$ cat src/inc/pwh_consts.svh
// Purpose: Offsets, field positions and codes of the header encapsulator
// Assumes: Included by bare name after the package
// Notes:   Definitions only
`ifndef PWH_CONSTS_SVH
`define PWH_CONSTS_SVH
// =====================================================================
// Register byte offsets
`define PWH_OFS_CTRL      8'h00
`define PWH_OFS_BUNDLE    8'h04
`define PWH_OFS_TUN0      8'h08
`define PWH_OFS_TUN1      8'h0C
`define PWH_OFS_INNER     8'h10
`define PWH_OFS_COOKIE_LO 8'h14
`define PWH_OFS_COOKIE_HI 8'h18
`define PWH_OFS_STATUS    8'h1C
// =====================================================================
// Control register fields
`define PWH_CTRL_ENC_LO   0
`define PWH_CTRL_ENC_HI   1
`define PWH_CTRL_TUN_LO   2
`define PWH_CTRL_TUN_HI   3
`define PWH_CTRL_CK_LO    4
`define PWH_CTRL_CK_HI    5
`define PWH_CTRL_LOSS     8
`define PWH_CTRL_RBIT     9
// =====================================================================
// Status register fields
`define PWH_STS_BUSY      0
`define PWH_STS_ZERR      1
`define PWH_STS_MATCH     2
`define PWH_STS_CNT_LO    8
`define PWH_STS_CNT_HI    15
// =====================================================================
// Header field positions and codes
`define PWH_LBL_LO        12
`define PWH_LBL_HI        31
`define PWH_SBIT          8
`define PWH_INNER_W       12
`define PWH_CW_LBIT       27
`define PWH_CW_RBIT       26
`define PWH_L2TP_PROTO    8'h73
`define PWH_CK_NONE       2'h0
`define PWH_CK_32         2'h1
`define PWH_CK_64         2'h2
`define PWH_ZERO32        32'h0000_0000
`endif

$ cat src/inc/pwh_pkg.sv
// Purpose: Types of the pseudowire header encapsulator
// Assumes: Nothing
// Notes:   State is one packed struct
package pwh_pkg;
  // =====================================================================
  // Encapsulations and header steps
  typedef enum logic [1:0] {PWH_MPLS, PWH_MEF, PWH_L2TP4, PWH_L2TP6} pwh_encap_t;
  typedef enum logic [2:0] {
    ST_IDLE, ST_TUN, ST_INNER, ST_ECID, ST_SESS, ST_COOKIE, ST_CW
  } pwh_step_t;
  // =====================================================================
  // Bus carriers
  typedef struct packed {
    logic        psel;
    logic        penable;
    logic        pwrite;
    logic [7:0]  paddr;
    logic [31:0] pwdata;
  } pwh_apb_req_t;
  typedef struct packed {
    logic [31:0] prdata;
    logic        pready;
    logic        pslverr;
  } pwh_apb_rsp_t;
  typedef struct packed {
    logic        valid;
    logic        last;
    logic [31:0] word;
  } pwh_hdr_t;
  typedef struct packed {
    logic        valid;
    logic [31:0] session;
    logic [63:0] cookie;
  } pwh_rx_t;
  // =====================================================================
  // Configuration and state
  typedef struct packed {
    pwh_encap_t  encap;
    logic [1:0]  tun_cnt;
    logic [1:0]  cookie_mode;
    logic        loss;
    logic        tx_rbit;
    logic [31:0] bundle_id;
    logic [31:0] tun0;
    logic [31:0] tun1;
    logic [11:0] inner;
    logic [31:0] cookie_lo;
    logic [31:0] cookie_hi;
  } pwh_cfg_t;
  typedef struct packed {
    pwh_step_t step;
    logic      idx;
  } pwh_pos_t;
  typedef struct packed {
    pwh_cfg_t    cfg;
    pwh_pos_t    pos;
    logic [31:0] word;
    logic [7:0]  proto;
    logic        ipv6;
    logic        zero_err;
    logic        rx_done;
    logic        rx_match;
    logic [7:0]  mis_cnt;
    logic [31:0] prdata;
  } pwh_state_t;
endpackage

$ cat src/rtl/pwh_header_encapsulator.sv
// Purpose: Builds pseudowire headers and checks L2TPv3 arrivals
// Assumes: One bundle configuration, APB register access
// Notes:   Zero wait-state APB, header words leave on a valid/ready stream
`timescale 1ns/10ps
`default_nettype none
`include "pwh_consts.svh"

// Notes on behaviour
// - Zero, one or two tunnel labels precede
// - Tunnel labels S clear, inner label S set
// - Inner label holds bundle id, stack bottom
// - MEF circuit id carries bundle id
// - IPv4 protocol field is L2TPv3 code
// - IPv6 next header is L2TPv3 code
// - Session id is bundle id, zero refused
// - Optional 32 or 64 bit cookie follows
// - Receiver checks cookie against bundle
// - Control word reserved bits sent zero
// - Local fault bit copies port loss
// - Remote fail bit copies bundle setting
module pwh_header_encapsulator
  import pwh_pkg::*;
#(
  parameter int MAX_TUN = 2
) (
  // Clock and reset
  input  wire logic         sys_clk_in,
  input  wire logic         rst_in,
  // Register bus
  input  wire pwh_apb_req_t apb_req_in,
  output var  pwh_apb_rsp_t apb_rsp_out,
  // Transmit header request and stream
  input  wire logic         tx_start_in,
  input  wire logic         hdr_ready_in,
  output var  pwh_hdr_t     hdr_out,
  output logic [7:0]        ip_proto_out,
  output logic              ip_v6_out,
  // Receive check
  input  wire pwh_rx_t      rx_in,
  output logic              rx_done_out,
  output logic              rx_match_out
);

  // =====================================================================
  // Parameter check
  generate
    if (MAX_TUN < 0 || MAX_TUN > 2) begin : g_bad
      $error("MAX_TUN must lie between 0 and 2");
    end
  endgenerate

  localparam logic [1:0] MAX_TUN_C = 2'(MAX_TUN);

  pwh_state_t st;
  pwh_state_t next_st;

  // =====================================================================
  // Header sequencing
  // Tunnel count clamped to what the stack can hold
  function automatic logic [1:0] eff_tun(input pwh_cfg_t c);
    eff_tun = (c.tun_cnt > MAX_TUN_C) ? MAX_TUN_C : c.tun_cnt;
  endfunction

  // First word of a header for the configured encapsulation
  function automatic pwh_pos_t first_pos(input pwh_cfg_t c);
    first_pos.idx = 1'b0;
    unique case (c.encap)
      PWH_MPLS:  first_pos.step = (eff_tun(c) != 2'h0) ? ST_TUN : ST_INNER;
      PWH_MEF:   first_pos.step = ST_ECID;
      PWH_L2TP4: first_pos.step = ST_SESS;
      PWH_L2TP6: first_pos.step = ST_SESS;
    endcase
  endfunction

  // Word that follows the current one
  function automatic pwh_pos_t next_pos(input pwh_pos_t p, input pwh_cfg_t c);
    next_pos.idx  = 1'b0;
    next_pos.step = ST_IDLE;
    unique case (p.step)
      ST_IDLE: next_pos.step = ST_IDLE;
      ST_TUN: begin
        if (!p.idx && eff_tun(c) > 2'h1) begin
          next_pos.step = ST_TUN;
          next_pos.idx  = 1'b1;
        end else begin
          next_pos.step = ST_INNER;
        end
      end
      ST_INNER: next_pos.step = ST_CW;
      ST_ECID:  next_pos.step = ST_CW;
      // Code 3 carries no cookie, like code 0
      ST_SESS: begin
        if (c.cookie_mode == `PWH_CK_32 || c.cookie_mode == `PWH_CK_64) begin
          next_pos.step = ST_COOKIE;
        end else begin
          next_pos.step = ST_CW;
        end
      end
      ST_COOKIE: begin
        if (!p.idx && c.cookie_mode == `PWH_CK_64) begin
          next_pos.step = ST_COOKIE;
          next_pos.idx  = 1'b1;
        end else begin
          next_pos.step = ST_CW;
        end
      end
      ST_CW: next_pos.step = ST_IDLE;
    endcase
  endfunction

  // Contents of one header word
  function automatic logic [31:0] word_of(input pwh_pos_t p, input pwh_cfg_t c);
    logic [31:0] w;
    w = `PWH_ZERO32;
    unique case (p.step)
      ST_IDLE: w = `PWH_ZERO32;
      ST_TUN: begin
        w = p.idx ? c.tun1 : c.tun0;
        w[`PWH_SBIT] = 1'b0;
      end
      ST_INNER: begin
        w[`PWH_LBL_HI:`PWH_LBL_LO] = c.bundle_id[`PWH_LBL_HI-`PWH_LBL_LO:0];
        w[`PWH_INNER_W-1:0] = c.inner;
        w[`PWH_SBIT] = 1'b1;
      end
      ST_ECID: w[`PWH_LBL_HI:`PWH_LBL_LO] = c.bundle_id[`PWH_LBL_HI-`PWH_LBL_LO:0];
      ST_SESS: w = c.bundle_id;
      ST_COOKIE: begin
        if (c.cookie_mode == `PWH_CK_64 && !p.idx) begin
          w = c.cookie_hi;
        end else begin
          w = c.cookie_lo;
        end
      end
      ST_CW: begin
        w = `PWH_ZERO32;
        w[`PWH_CW_LBIT] = c.loss;
        w[`PWH_CW_RBIT] = c.tx_rbit;
      end
    endcase
    word_of = w;
  endfunction

  // Cookie comparison for the configured length
  function automatic logic cookie_ok(input logic [63:0] ck, input pwh_cfg_t c);
    unique case (c.cookie_mode)
      `PWH_CK_32: cookie_ok = (ck[31:0] == c.cookie_lo);
      `PWH_CK_64: cookie_ok = (ck == {c.cookie_hi, c.cookie_lo});
      default:    cookie_ok = 1'b1;
    endcase
  endfunction

  // =====================================================================
  // Register read mux
  function automatic logic [31:0] read_of(input logic [7:0] a, input pwh_state_t s);
    logic [31:0] r;
    r = `PWH_ZERO32;
    unique case (a)
      `PWH_OFS_CTRL: begin
        r[`PWH_CTRL_ENC_HI:`PWH_CTRL_ENC_LO] = s.cfg.encap;
        r[`PWH_CTRL_TUN_HI:`PWH_CTRL_TUN_LO] = s.cfg.tun_cnt;
        r[`PWH_CTRL_CK_HI:`PWH_CTRL_CK_LO]   = s.cfg.cookie_mode;
        r[`PWH_CTRL_LOSS] = s.cfg.loss;
        r[`PWH_CTRL_RBIT] = s.cfg.tx_rbit;
      end
      `PWH_OFS_BUNDLE:    r = s.cfg.bundle_id;
      `PWH_OFS_TUN0:      r = s.cfg.tun0;
      `PWH_OFS_TUN1:      r = s.cfg.tun1;
      `PWH_OFS_INNER:     r[`PWH_INNER_W-1:0] = s.cfg.inner;
      `PWH_OFS_COOKIE_LO: r = s.cfg.cookie_lo;
      `PWH_OFS_COOKIE_HI: r = s.cfg.cookie_hi;
      `PWH_OFS_STATUS: begin
        r[`PWH_STS_BUSY]  = (s.pos.step != ST_IDLE);
        r[`PWH_STS_ZERR]  = s.zero_err;
        r[`PWH_STS_MATCH] = s.rx_match;
        r[`PWH_STS_CNT_HI:`PWH_STS_CNT_LO] = s.mis_cnt;
      end
      default: r = `PWH_ZERO32;
    endcase
    read_of = r;
  endfunction

  // Decode of mapped offsets
  function automatic logic mapped(input logic [7:0] a);
    unique case (a)
      `PWH_OFS_CTRL, `PWH_OFS_BUNDLE, `PWH_OFS_TUN0, `PWH_OFS_TUN1,
      `PWH_OFS_INNER, `PWH_OFS_COOKIE_LO, `PWH_OFS_COOKIE_HI,
      `PWH_OFS_STATUS: mapped = 1'b1;
      default:         mapped = 1'b0;
    endcase
  endfunction

  // =====================================================================
  // Bus strobes
  logic     apb_setup;
  logic     apb_access;
  logic     apb_wr;
  logic     start_ok;
  logic     zero_refuse;
  logic     l2tp_mode;
  logic     rx_ok;
  pwh_pos_t adv_pos;

  assign apb_setup   = apb_req_in.psel && !apb_req_in.penable;
  assign apb_access  = apb_req_in.psel && apb_req_in.penable;
  assign apb_wr      = apb_access && apb_req_in.pwrite && mapped(apb_req_in.paddr);
  assign l2tp_mode   = (st.cfg.encap == PWH_L2TP4) || (st.cfg.encap == PWH_L2TP6);
  // Zero session id never sent
  assign zero_refuse = tx_start_in && (st.pos.step == ST_IDLE) && l2tp_mode
                       && (st.cfg.bundle_id == `PWH_ZERO32);
  assign start_ok    = tx_start_in && (st.pos.step == ST_IDLE) && !zero_refuse;
  assign adv_pos     = next_pos(st.pos, st.cfg);
  // Arrival must name the bundle and carry its cookie
  assign rx_ok       = (rx_in.session == st.cfg.bundle_id)
                       && (rx_in.session != `PWH_ZERO32)
                       && cookie_ok(rx_in.cookie, st.cfg);

  // =====================================================================
  // Next state
  always_comb begin
    next_st = st;
    // Register writes
    if (apb_wr) begin
      unique case (apb_req_in.paddr)
        `PWH_OFS_CTRL: begin
          next_st.cfg.encap =
            pwh_encap_t'(apb_req_in.pwdata[`PWH_CTRL_ENC_HI:`PWH_CTRL_ENC_LO]);
          next_st.cfg.tun_cnt     = apb_req_in.pwdata[`PWH_CTRL_TUN_HI:`PWH_CTRL_TUN_LO];
          next_st.cfg.cookie_mode = apb_req_in.pwdata[`PWH_CTRL_CK_HI:`PWH_CTRL_CK_LO];
          next_st.cfg.loss        = apb_req_in.pwdata[`PWH_CTRL_LOSS];
          next_st.cfg.tx_rbit     = apb_req_in.pwdata[`PWH_CTRL_RBIT];
        end
        `PWH_OFS_BUNDLE:    next_st.cfg.bundle_id = apb_req_in.pwdata;
        `PWH_OFS_TUN0:      next_st.cfg.tun0      = apb_req_in.pwdata;
        `PWH_OFS_TUN1:      next_st.cfg.tun1      = apb_req_in.pwdata;
        `PWH_OFS_INNER:     next_st.cfg.inner     = apb_req_in.pwdata[`PWH_INNER_W-1:0];
        `PWH_OFS_COOKIE_LO: next_st.cfg.cookie_lo = apb_req_in.pwdata;
        `PWH_OFS_COOKIE_HI: next_st.cfg.cookie_hi = apb_req_in.pwdata;
        `PWH_OFS_STATUS: begin
          if (apb_req_in.pwdata[`PWH_STS_ZERR]) begin
            next_st.zero_err = 1'b0;
          end
          if (apb_req_in.pwdata[`PWH_STS_CNT_LO]) begin
            next_st.mis_cnt = 8'h00;
          end
        end
        default: next_st.cfg = st.cfg;
      endcase
    end
    // Read data captured in the setup cycle
    if (apb_setup) begin
      next_st.prdata = read_of(apb_req_in.paddr, st);
    end
    // Refused start, set wins over clear
    if (zero_refuse) begin
      next_st.zero_err = 1'b1;
    end
    // Header start and advance
    if (start_ok) begin
      next_st.pos  = first_pos(st.cfg);
      next_st.word = word_of(first_pos(st.cfg), st.cfg);
    end else if (st.pos.step != ST_IDLE && hdr_ready_in) begin
      next_st.pos  = adv_pos;
      next_st.word = word_of(adv_pos, st.cfg);
    end
    // IP protocol code for L2TPv3 carriage
    next_st.proto = l2tp_mode ? `PWH_L2TP_PROTO : 8'h00;
    next_st.ipv6  = (st.cfg.encap == PWH_L2TP6);
    // Receive check
    next_st.rx_done = rx_in.valid;
    if (rx_in.valid) begin
      next_st.rx_match = rx_ok;
      if (!rx_ok && st.mis_cnt != 8'hFF) begin
        next_st.mis_cnt = st.mis_cnt + 8'h01;
      end
    end
  end

  // =====================================================================
  // State register
  always_ff @(posedge sys_clk_in) begin
    if (rst_in) begin
      st <= '0;
    end else begin
      st <= next_st;
    end
  end

  // =====================================================================
  // Outputs
  assign apb_rsp_out.prdata  = st.prdata;
  assign apb_rsp_out.pready  = apb_access;
  assign apb_rsp_out.pslverr = apb_access && !mapped(apb_req_in.paddr);
  assign hdr_out.valid       = (st.pos.step != ST_IDLE);
  assign hdr_out.last        = (st.pos.step == ST_CW);
  assign hdr_out.word        = st.word;
  assign ip_proto_out        = st.proto;
  assign ip_v6_out           = st.ipv6;
  assign rx_done_out         = st.rx_done;
  assign rx_match_out        = st.rx_match;

endmodule
`default_nettype wire

$ cat config.mk
export PLATFORM = sky130hd
export DESIGN_NAME = pwh_header_encapsulator
export DESIGN_NICKNAME = d
export VERILOG_FILES = /design/src/inc/pwh_pkg.sv /design/src/rtl/pwh_header_encapsulator.sv
export VERILOG_INCLUDE_DIRS = /design/src /design/src/inc
export SDC_FILE = /design/constraint.sdc
export NUM_CORES = 1
export LEC_CHECK = 0
export ABC_AREA = 1
export BUFFER_PORTS_ARGS = -buffer_cell sky130_fd_sc_hd__buf_2
export CAP_MARGIN = 10
export CORE_UTILIZATION = 44
export DETAILED_ROUTE_END_ITERATION = 10
export PLACE_DENSITY = 0.71
export SKIP_CTS_REPAIR_TIMING = 1
export SLEW_MARGIN = 10
export SYNTH_ARGS = -nofsm -noshare
export SYNTH_HDL_FRONTEND = slang
export SYNTH_SLANG_ARGS = --single-unit
$ cat constraint.sdc
create_clock -name sys_clk_in -period 2.4 [get_ports sys_clk_in]
set_input_delay 0.48 -clock sys_clk_in [delete_from_list [all_inputs] [get_ports sys_clk_in]]
set_output_delay 0.48 -clock sys_clk_in [all_outputs]
set_load 0.005 [all_outputs]
### Word-level counts from Yosys, hierarchy flattened

Memory sizes are Yosys's and may differ from the RTL's.
Index checks and enable logic that the tools add are counted.

* bits in registers: 268
* memory bits (read-only): 64
* input bits: 144
* output and inout bits: 79
* word-level logic and storage cells: 152
* memories kept: 2

Memory list
* (name not given): words 32, width 1, read ports 1, clocked after Yosys merged registers in 0, write ports 0, line pwh_header_encapsulator.sv:185 `unique case (a)`
* (name not given): words 32, width 1, read ports 1, clocked after Yosys merged registers in 0, write ports 0, line pwh_header_encapsulator.sv:185

* $add $sub $neg: 1
* $lt $le $gt $ge: 2
* equal/unequal tests: 34
* mux-type cells: 40
* reductions and logical operators: 52

Operators with widths (number)
* 20-bit case mux with 6 select lines: 2
* 32-bit 2-to-1 mux: 3
* 12-bit case mux with 4 select lines: 2
* 16-bit case mux with 5 select lines: 1
* 36-bit 2-to-1 mux: 2
* 32-bit == test: 2
* 64-bit == test: 1
* 8-bit 2-to-1 mux: 5
* 8-bit by 5-bit == test with 1-bit output (second input constant): 4
* 32-bit logical NOT: 1
* 32-bit nonzero test: 1
* 3-bit == test (second input constant): 9
* 3-bit case mux with 8 select lines: 1
* 4-bit case mux with 6 select lines: 1
* 3-bit case mux with 7 select lines: 1
* 3-bit by 2-bit == test with 1-bit output (second input constant): 6
* 8-bit by 4-bit == test with 1-bit output (second input constant): 2
* 1-bit logical AND: 16
* 2-bit case mux with 8 select lines: 1
* 3-bit case mux with 5 select lines: 1
* 2-bit case mux with 7 select lines: 1
* 2-bit AND reduction: 7
* 3-bit logical NOT: 4
* 2-bit case mux with 6 select lines: 1
* other kinds (22): 54

### Depth between registers and ports, before layout

* depth in word-level cells: 12
* mapped depth: 16
* gate-level depth less buffers: 15

### Worst setup path before layout

OpenSTA, ideal clock, no wires.

* kind: register to register
* start: register st[87] (netlist name)
* end: register st (netlist bit hdr_out[19])
* setup time: 0.128 ns
* arrival: 1.808 ns
* required time: 2.272 ns
* path slack: 0.465 ns
* stages on the path, launching flop included: 14
* buffers on the path: 1
* clock period less this slack: 1.935 ns
* cells stage by stage: dfxtp_1 inv_1 ha_1 inv_1 nand3_2 inv_1 nand2_2 nand2_1 inv_2 buf_4 a22oi_1 nand3_1 a21oi_1 nor2_1

* cells in the longest elaborated chain, start to end: 8
* elaborated cells between the ends (all ways): 34
* those cells by class: eq/ne: 12; mux: 7; reduce/logical: 15

RTL lines
* from (decl): line pwh_header_encapsulator.sv:54 `pwh_state_t st;`
* from (signal assigned): line pwh_header_encapsulator.sv:285 `st <= next_st;`
* 3-bit == test, or another cell as far along: line pwh_header_encapsulator.sv:79 `unique case (p.step)`
* 2-bit OR reduction (no line) or 1-bit case mux with 2 select lines (tied branches)
* 3-bit case mux with 5 select lines or 1-bit logical NOT (tied branches): line pwh_header_encapsulator.sv:79, pwh_header_encapsulator.sv:129
* 3-bit by 2-bit == test with 1-bit output or 1-bit logical AND (tied branches): line pwh_header_encapsulator.sv:115, pwh_header_encapsulator.sv:129
* 2-bit OR reduction (no line) or 32-bit 2-to-1 mux (tied branches)
* 20-bit case mux with 6 select lines: line pwh_header_encapsulator.sv:115 `unique case (p.step)`
* 36-bit 2-to-1 mux: line pwh_header_encapsulator.sv:262 `end else if (st.pos.step != ST_IDLE && hdr_ready_in) begin`
* 36-bit 2-to-1 mux: line pwh_header_encapsulator.sv:259 `if (start_ok) begin`

Parallel ways exist; a longest one is shown, timed or not. The select of a mux whose other input is x is not followed.
A chain may end at the register's enable or synchronous reset.

### Worst setup path in the final report

* start: register st[262] (netlist name)
* end: register st (netlist bit hdr_out[5])

* cells in the longest elaborated chain, start to end: 10
* elaborated cells between the ends (all ways): 22
* those cells by class: eq/ne: 6; mux: 12; reduce/logical: 4

RTL lines
* 2-bit == test
* 1-bit logical AND (no line)
* 1-bit 2-to-1 mux: line pwh_header_encapsulator.sv:100 `` if (!p.idx && c.cookie_mode == `PWH_CK_64) begin ``
* 1-bit case mux with 2 select lines: line pwh_header_encapsulator.sv:79
* 1-bit logical NOT: line pwh_header_encapsulator.sv:129 `` if (c.cookie_mode == `PWH_CK_64 && !p.idx) begin ``
* 1-bit logical AND: line pwh_header_encapsulator.sv:129
* 32-bit 2-to-1 mux: line pwh_header_encapsulator.sv:129
* 12-bit case mux with 4 select lines: line pwh_header_encapsulator.sv:115
* 36-bit 2-to-1 mux: line pwh_header_encapsulator.sv:262
* 36-bit 2-to-1 mux *: line pwh_header_encapsulator.sv:259

Every way passes the cells marked *; elsewhere a longest branch is shown, timed or not. The select of a mux whose other input is x is not followed.

==> summary.md <==
| Metric | Value |
|---|---|
| Status | `complete, no violations` |
| DRC viols | `0` |
| Post-Syn Instances | `between 2k and 2.5k` |
| Synth top area share | `0.351` |
| Hold Path Cell Cnt | `3` |
| N_diodes | `0` |
| Die W | `~190 um` |
| Setup TNS | `0 ps` |
| Synthesized area | `around 0.015 sq mm` |
| Period utilization | `0.936` |
| Drt pass-1 iters | `6` |
| Post-synth EDFFs | `0` |
| Pwr Density | `a little under 600 mW/mm^2` |
| Max-slew headroom | `0.311` |
| Detailed Place HPWL | `approximately 45000 um` |
| Most used cell, CP | `buf_12` |
| Vias in the first global route | `approximately 14k` |
| CP Max Fanout | `48` |
| Worst path cell trace | `inv_1 > ha_1 > buf_4 > nand3_2 > buf_12 > buf_12 > o21ai_0 > nand2_1 > o211ai_1 > o21ai_1 > a21oi_1` |
| Internal reg-to-reg setup slack | `150 ps` |
| I/O pin total | `223` |
| Min Tclk post-route | `~2200 ps` |
| Register area share after synthesis | `0.351` |
| Number of core rows | `67` |
| GRT overflow | `0` |
| Largest net degree at the start of global routing | `74` |
| Detailed-route wire length per cell | `about 21 um` |
| Cell accounting for the most synthesized area | `dfxtp_1` |
| CTS tree | `built` |
| Number of library cell types mapped by synthesis | `46` |
| Slowest cell on crit path | `o21ai_0` |
| Layout Skew | `around 18 ps` |
| Post-synthesis async set-or-reset flop share | `0` |
| # setup viols final | `0` |
| Routability Congestion | `a little under 1` |
| Worst R2R End | `hdr_out[5]$_SDFFE_PP0P_` |
| Initial Util | `0.445` |
| Layout area overhead | `17.9%` |
| Later-pin clock latency in the skew report | `590 ps` |
| Placed cell count | `between 2k and 3k` |
| Core Area | `roughly 0.033 sq mm` |
| Maximum VDD drop | `~0.53 mV` |
| Sequential power share | `0.433` |
| Combinational Power Share | `0.110` |
| Switching power | `around 2700 uW` |
| Worst EP arrival | `2750 ps` |
| HP Class | `input pin to flop` |
| # nets final | `between 2k and 3k` |
| Total CTS buffers | `30` |
| Clock net sink count | `roughly 260` |
| Switching Fraction | `0.268` |
| # port buffers | `approximately 220` |
| Share of cells above drive strength 1 | `0.181` |
| PnR Total Power | `roughly 10000 uW` |
| Critical path startpoint category | `flop` |
| Routed vias/inst | `around 5.7` |
| Total track usage | `0.341` |
| Critical setup path kind | `flop to flop` |
| Internal Pwr Total | `~7500 uW` |
| Final hold vios | `0` |
| Yosys reg bits | `between 200 and 300` |
| Ranking of synthesized cells by area | `dfxtp_1 35%, nand2_1 12%, o21ai_0 9.9%` |
| Clock transition at path regs | `~60 ps` |
| Clock network power share | `0.457` |
| Initial DRC count | `roughly 2.1k` |
| Pins Over Slew Limit | `0` |
| H-tree depth | `1` |
| Worst reg2reg path startpoint | `st[262]$_SDFFE_PP0P_` |
| Clk buf depth | `3` |
| Final cell count without fillers | `about 2.9k` |
| Slew of the pin with the lowest slew margin | `slightly above 1000 ps` |
| Die height | `~190 um` |
| Via count | `approximately 16k` |
| Worst r2r path cells | `11` |
| Worst-case hold path end point | `st[220]$_SDFFE_PP0P_` |
| Lkg Pwr | `between 0.007 and 0.008 uW` |
| CP endpoint kind | `flop` |
| Synth warn | `0` |
| Achievable Freq | `roughly 450 MHz` |
| Mean post-synth cell area | `slightly below 7 sq um` |
| Clock Tree Root | `clkbuf_16` |
| Hold Startpoint | `apb_req_in[24]` |
| Initial antenna violation count | `1` |
| MaxCap Viol Count | `0` |
| Largest stage delay, worst path | `~340 ps` |
| Ys flop type | `dfxtp_1` |
| First-pass GRT wire length | `between 80000 and 90000 um` |
| DIE AREA | `between 0.03 and 0.04 sq mm` |
| CP required | `~2900 ps` |
| Final ANT Viol Nets | `0` |
| Total routed wirelength | `a little over 60000 um` |
cells in the final DEF (no fill, tap or decap), types with 3 or more instances in the layout:
cell / netlist / routed
xor2_1: 31 / 31
buf_4: 78 / 89
nand2_1: 459 / 459
a211oi_1: 33 / 33
buf_12: 0 / 19
nand4_2: 3 / 3
buf_2: 31 / 219
o21ai_0: 294 / 294
a22oi_1: 28 / 28
conb_1: 1 / 3
o2111ai_1: 5 / 5
inv_1: 217 / 216
clkbuf_8: 0 / 6
clkbuf_1: 78 / 8
a31oi_1: 15 / 15
nor2_1: 161 / 158
a221oi_1: 25 / 25
o21ai_1: 16 / 16
o211ai_1: 11 / 11
inv_2: 12 / 12
clkinv_2: 0 / 4
nand3_4: 2 / 3
nand3_1: 72 / 72
nor2_2: 10 / 8
ha_1: 4 / 4
clkbuf_16: 0 / 30
nand4_1: 15 / 15
nand2_2: 4 / 4
nor3_1: 14 / 14
o31ai_1: 5 / 5
nor3_4: 3 / 3
or2_2: 3 / 3
dfxtp_1: 261 / 259
xnor2_1: 21 / 21
a21oi_1: 241 / 241
nor2_4: 4 / 9
nand3_2: 6 / 6
o22ai_1: 18 / 18
o221ai_1: 12 / 12
cell type report:
type,count,area (sq um)
clock buffer,44,863
tap,448,561
timing repair buffer,327,2140
sequential,261,5230
multi-input combinational,1530,7770
clock inverter,11,129
fill,3308,15900
inverter,230,866
synthesized netlist by cell type (2+ instances only):
master	number
nand3_4	2
nand4_1	15
nor3_1	14
clkbuf_1	78
dfxtp_1	261
a221oi_1	25
nor4_1	3
nand2_2	4
o21ai_1	16
xnor2_1	21
nand3b_1	2
nor2_2	10
o221ai_1	12
nor3_4	3
o31ai_1	5
nand2_4	2
nand3_1	72
nand3_2	6
a22oi_1	28
nor2_4	4
o2111ai_1	5
nand2_1	459
o21ai_0	294
or2_2	3
xor2_1	31
buf_2	31
inv_2	12
nor2_1	161
buf_4	78
inv_1	217
ha_1	4
buf_6	5
o211ai_1	11
a21oi_1	241
a31oi_1	15
buf_1	2
o22ai_1	18
nand4_2	3
a211oi_1	33
through the flow:
step	instance area [sq um]	utilization	hold slack [ps]	worst slack, ps
floorplan	14900	-	446	465
global placement	16500	0.494	453	-78.5
detailed placement	16500	0.494	458	-114
CTS	17500	0.524	174	-13.4
global route	17600	0.525	238	-19.3
finish	17600	0.525	222	154
state kept, by name, summed over array words and instances, names as in the netlist:
register and count:
rx_done_out 1, hdr_out 32, ip_proto_out 1, st 193, apb_rsp_out 32, rx_match_out 1
ip_v6_out 1
worst max-delay path by stage:
| stage | end | from | slack, ps |
|---|---|---|---|
| after floorplan | hdr_out[19]$_SDFFE_PP0P_ | st[87]$_SDFFE_PP0P_ | 460 |
| after global placement | st[33]$_SDFF_PP0_ | rx_in[4] | -80 |
| after detailed placement | st[35]$_SDFF_PP0_ | rx_in[5] | -110 |
| after CTS | st[35]$_SDFF_PP0_ | st[125]$_SDFFE_PP0P_ | -10 |
| after global routing | st[35]$_SDFF_PP0_ | st[125]$_SDFFE_PP0P_ | -20 |
| final | hdr_out[5]$_SDFFE_PP0P_ | st[262]$_SDFFE_PP0P_ | 150 |
cell families after synthesis:
| logic type | share of synthesized area |
|---|---|
| buffers and inverters | 0.132 |
| xor gates and xnor gates | 0.0306 |
| adders and majority gates | 0.00336 |
| AOI/OAI and AO/OA | 0.264 |
| DFF | 0.351 |
| other | 0.000252 |
| and+or+nand+nor | 0.219 |
worst max-delay path, delay by kind of cell (launching register included):
family | cells | cell delay [ps]
AO/OA/AOI/OAI | 4 | 730
buffers and inverters | 4 | 590
flip-flops | 1 | 320
adder cells (fa/ha/maj) | 1 | 280
AND/OR/NAND/NOR | 2 | 240
layer usage:
metal	GRT usage	vias up	wire length (um)
met3	0.0800	98	8030
li1	-	7677	-
met2	0.466	1104	23800
met1	0.523	7498	27200
met4	0.0908	0	1430
met5	0	-	0
power by group through the flow:
stage          sequential, uW  clock (uW)  combinational (uW)
3_3_place_gp             4520           0                1080
2_1_floorplan            4510           0                 652
3_5_place_dp             4520           0                1100
6_report                 4430        4680                1130
4_1_cts                  4430        4690                1100
5_1_grt                  4430        4860                1220
(Power assumes the default switching activity.)
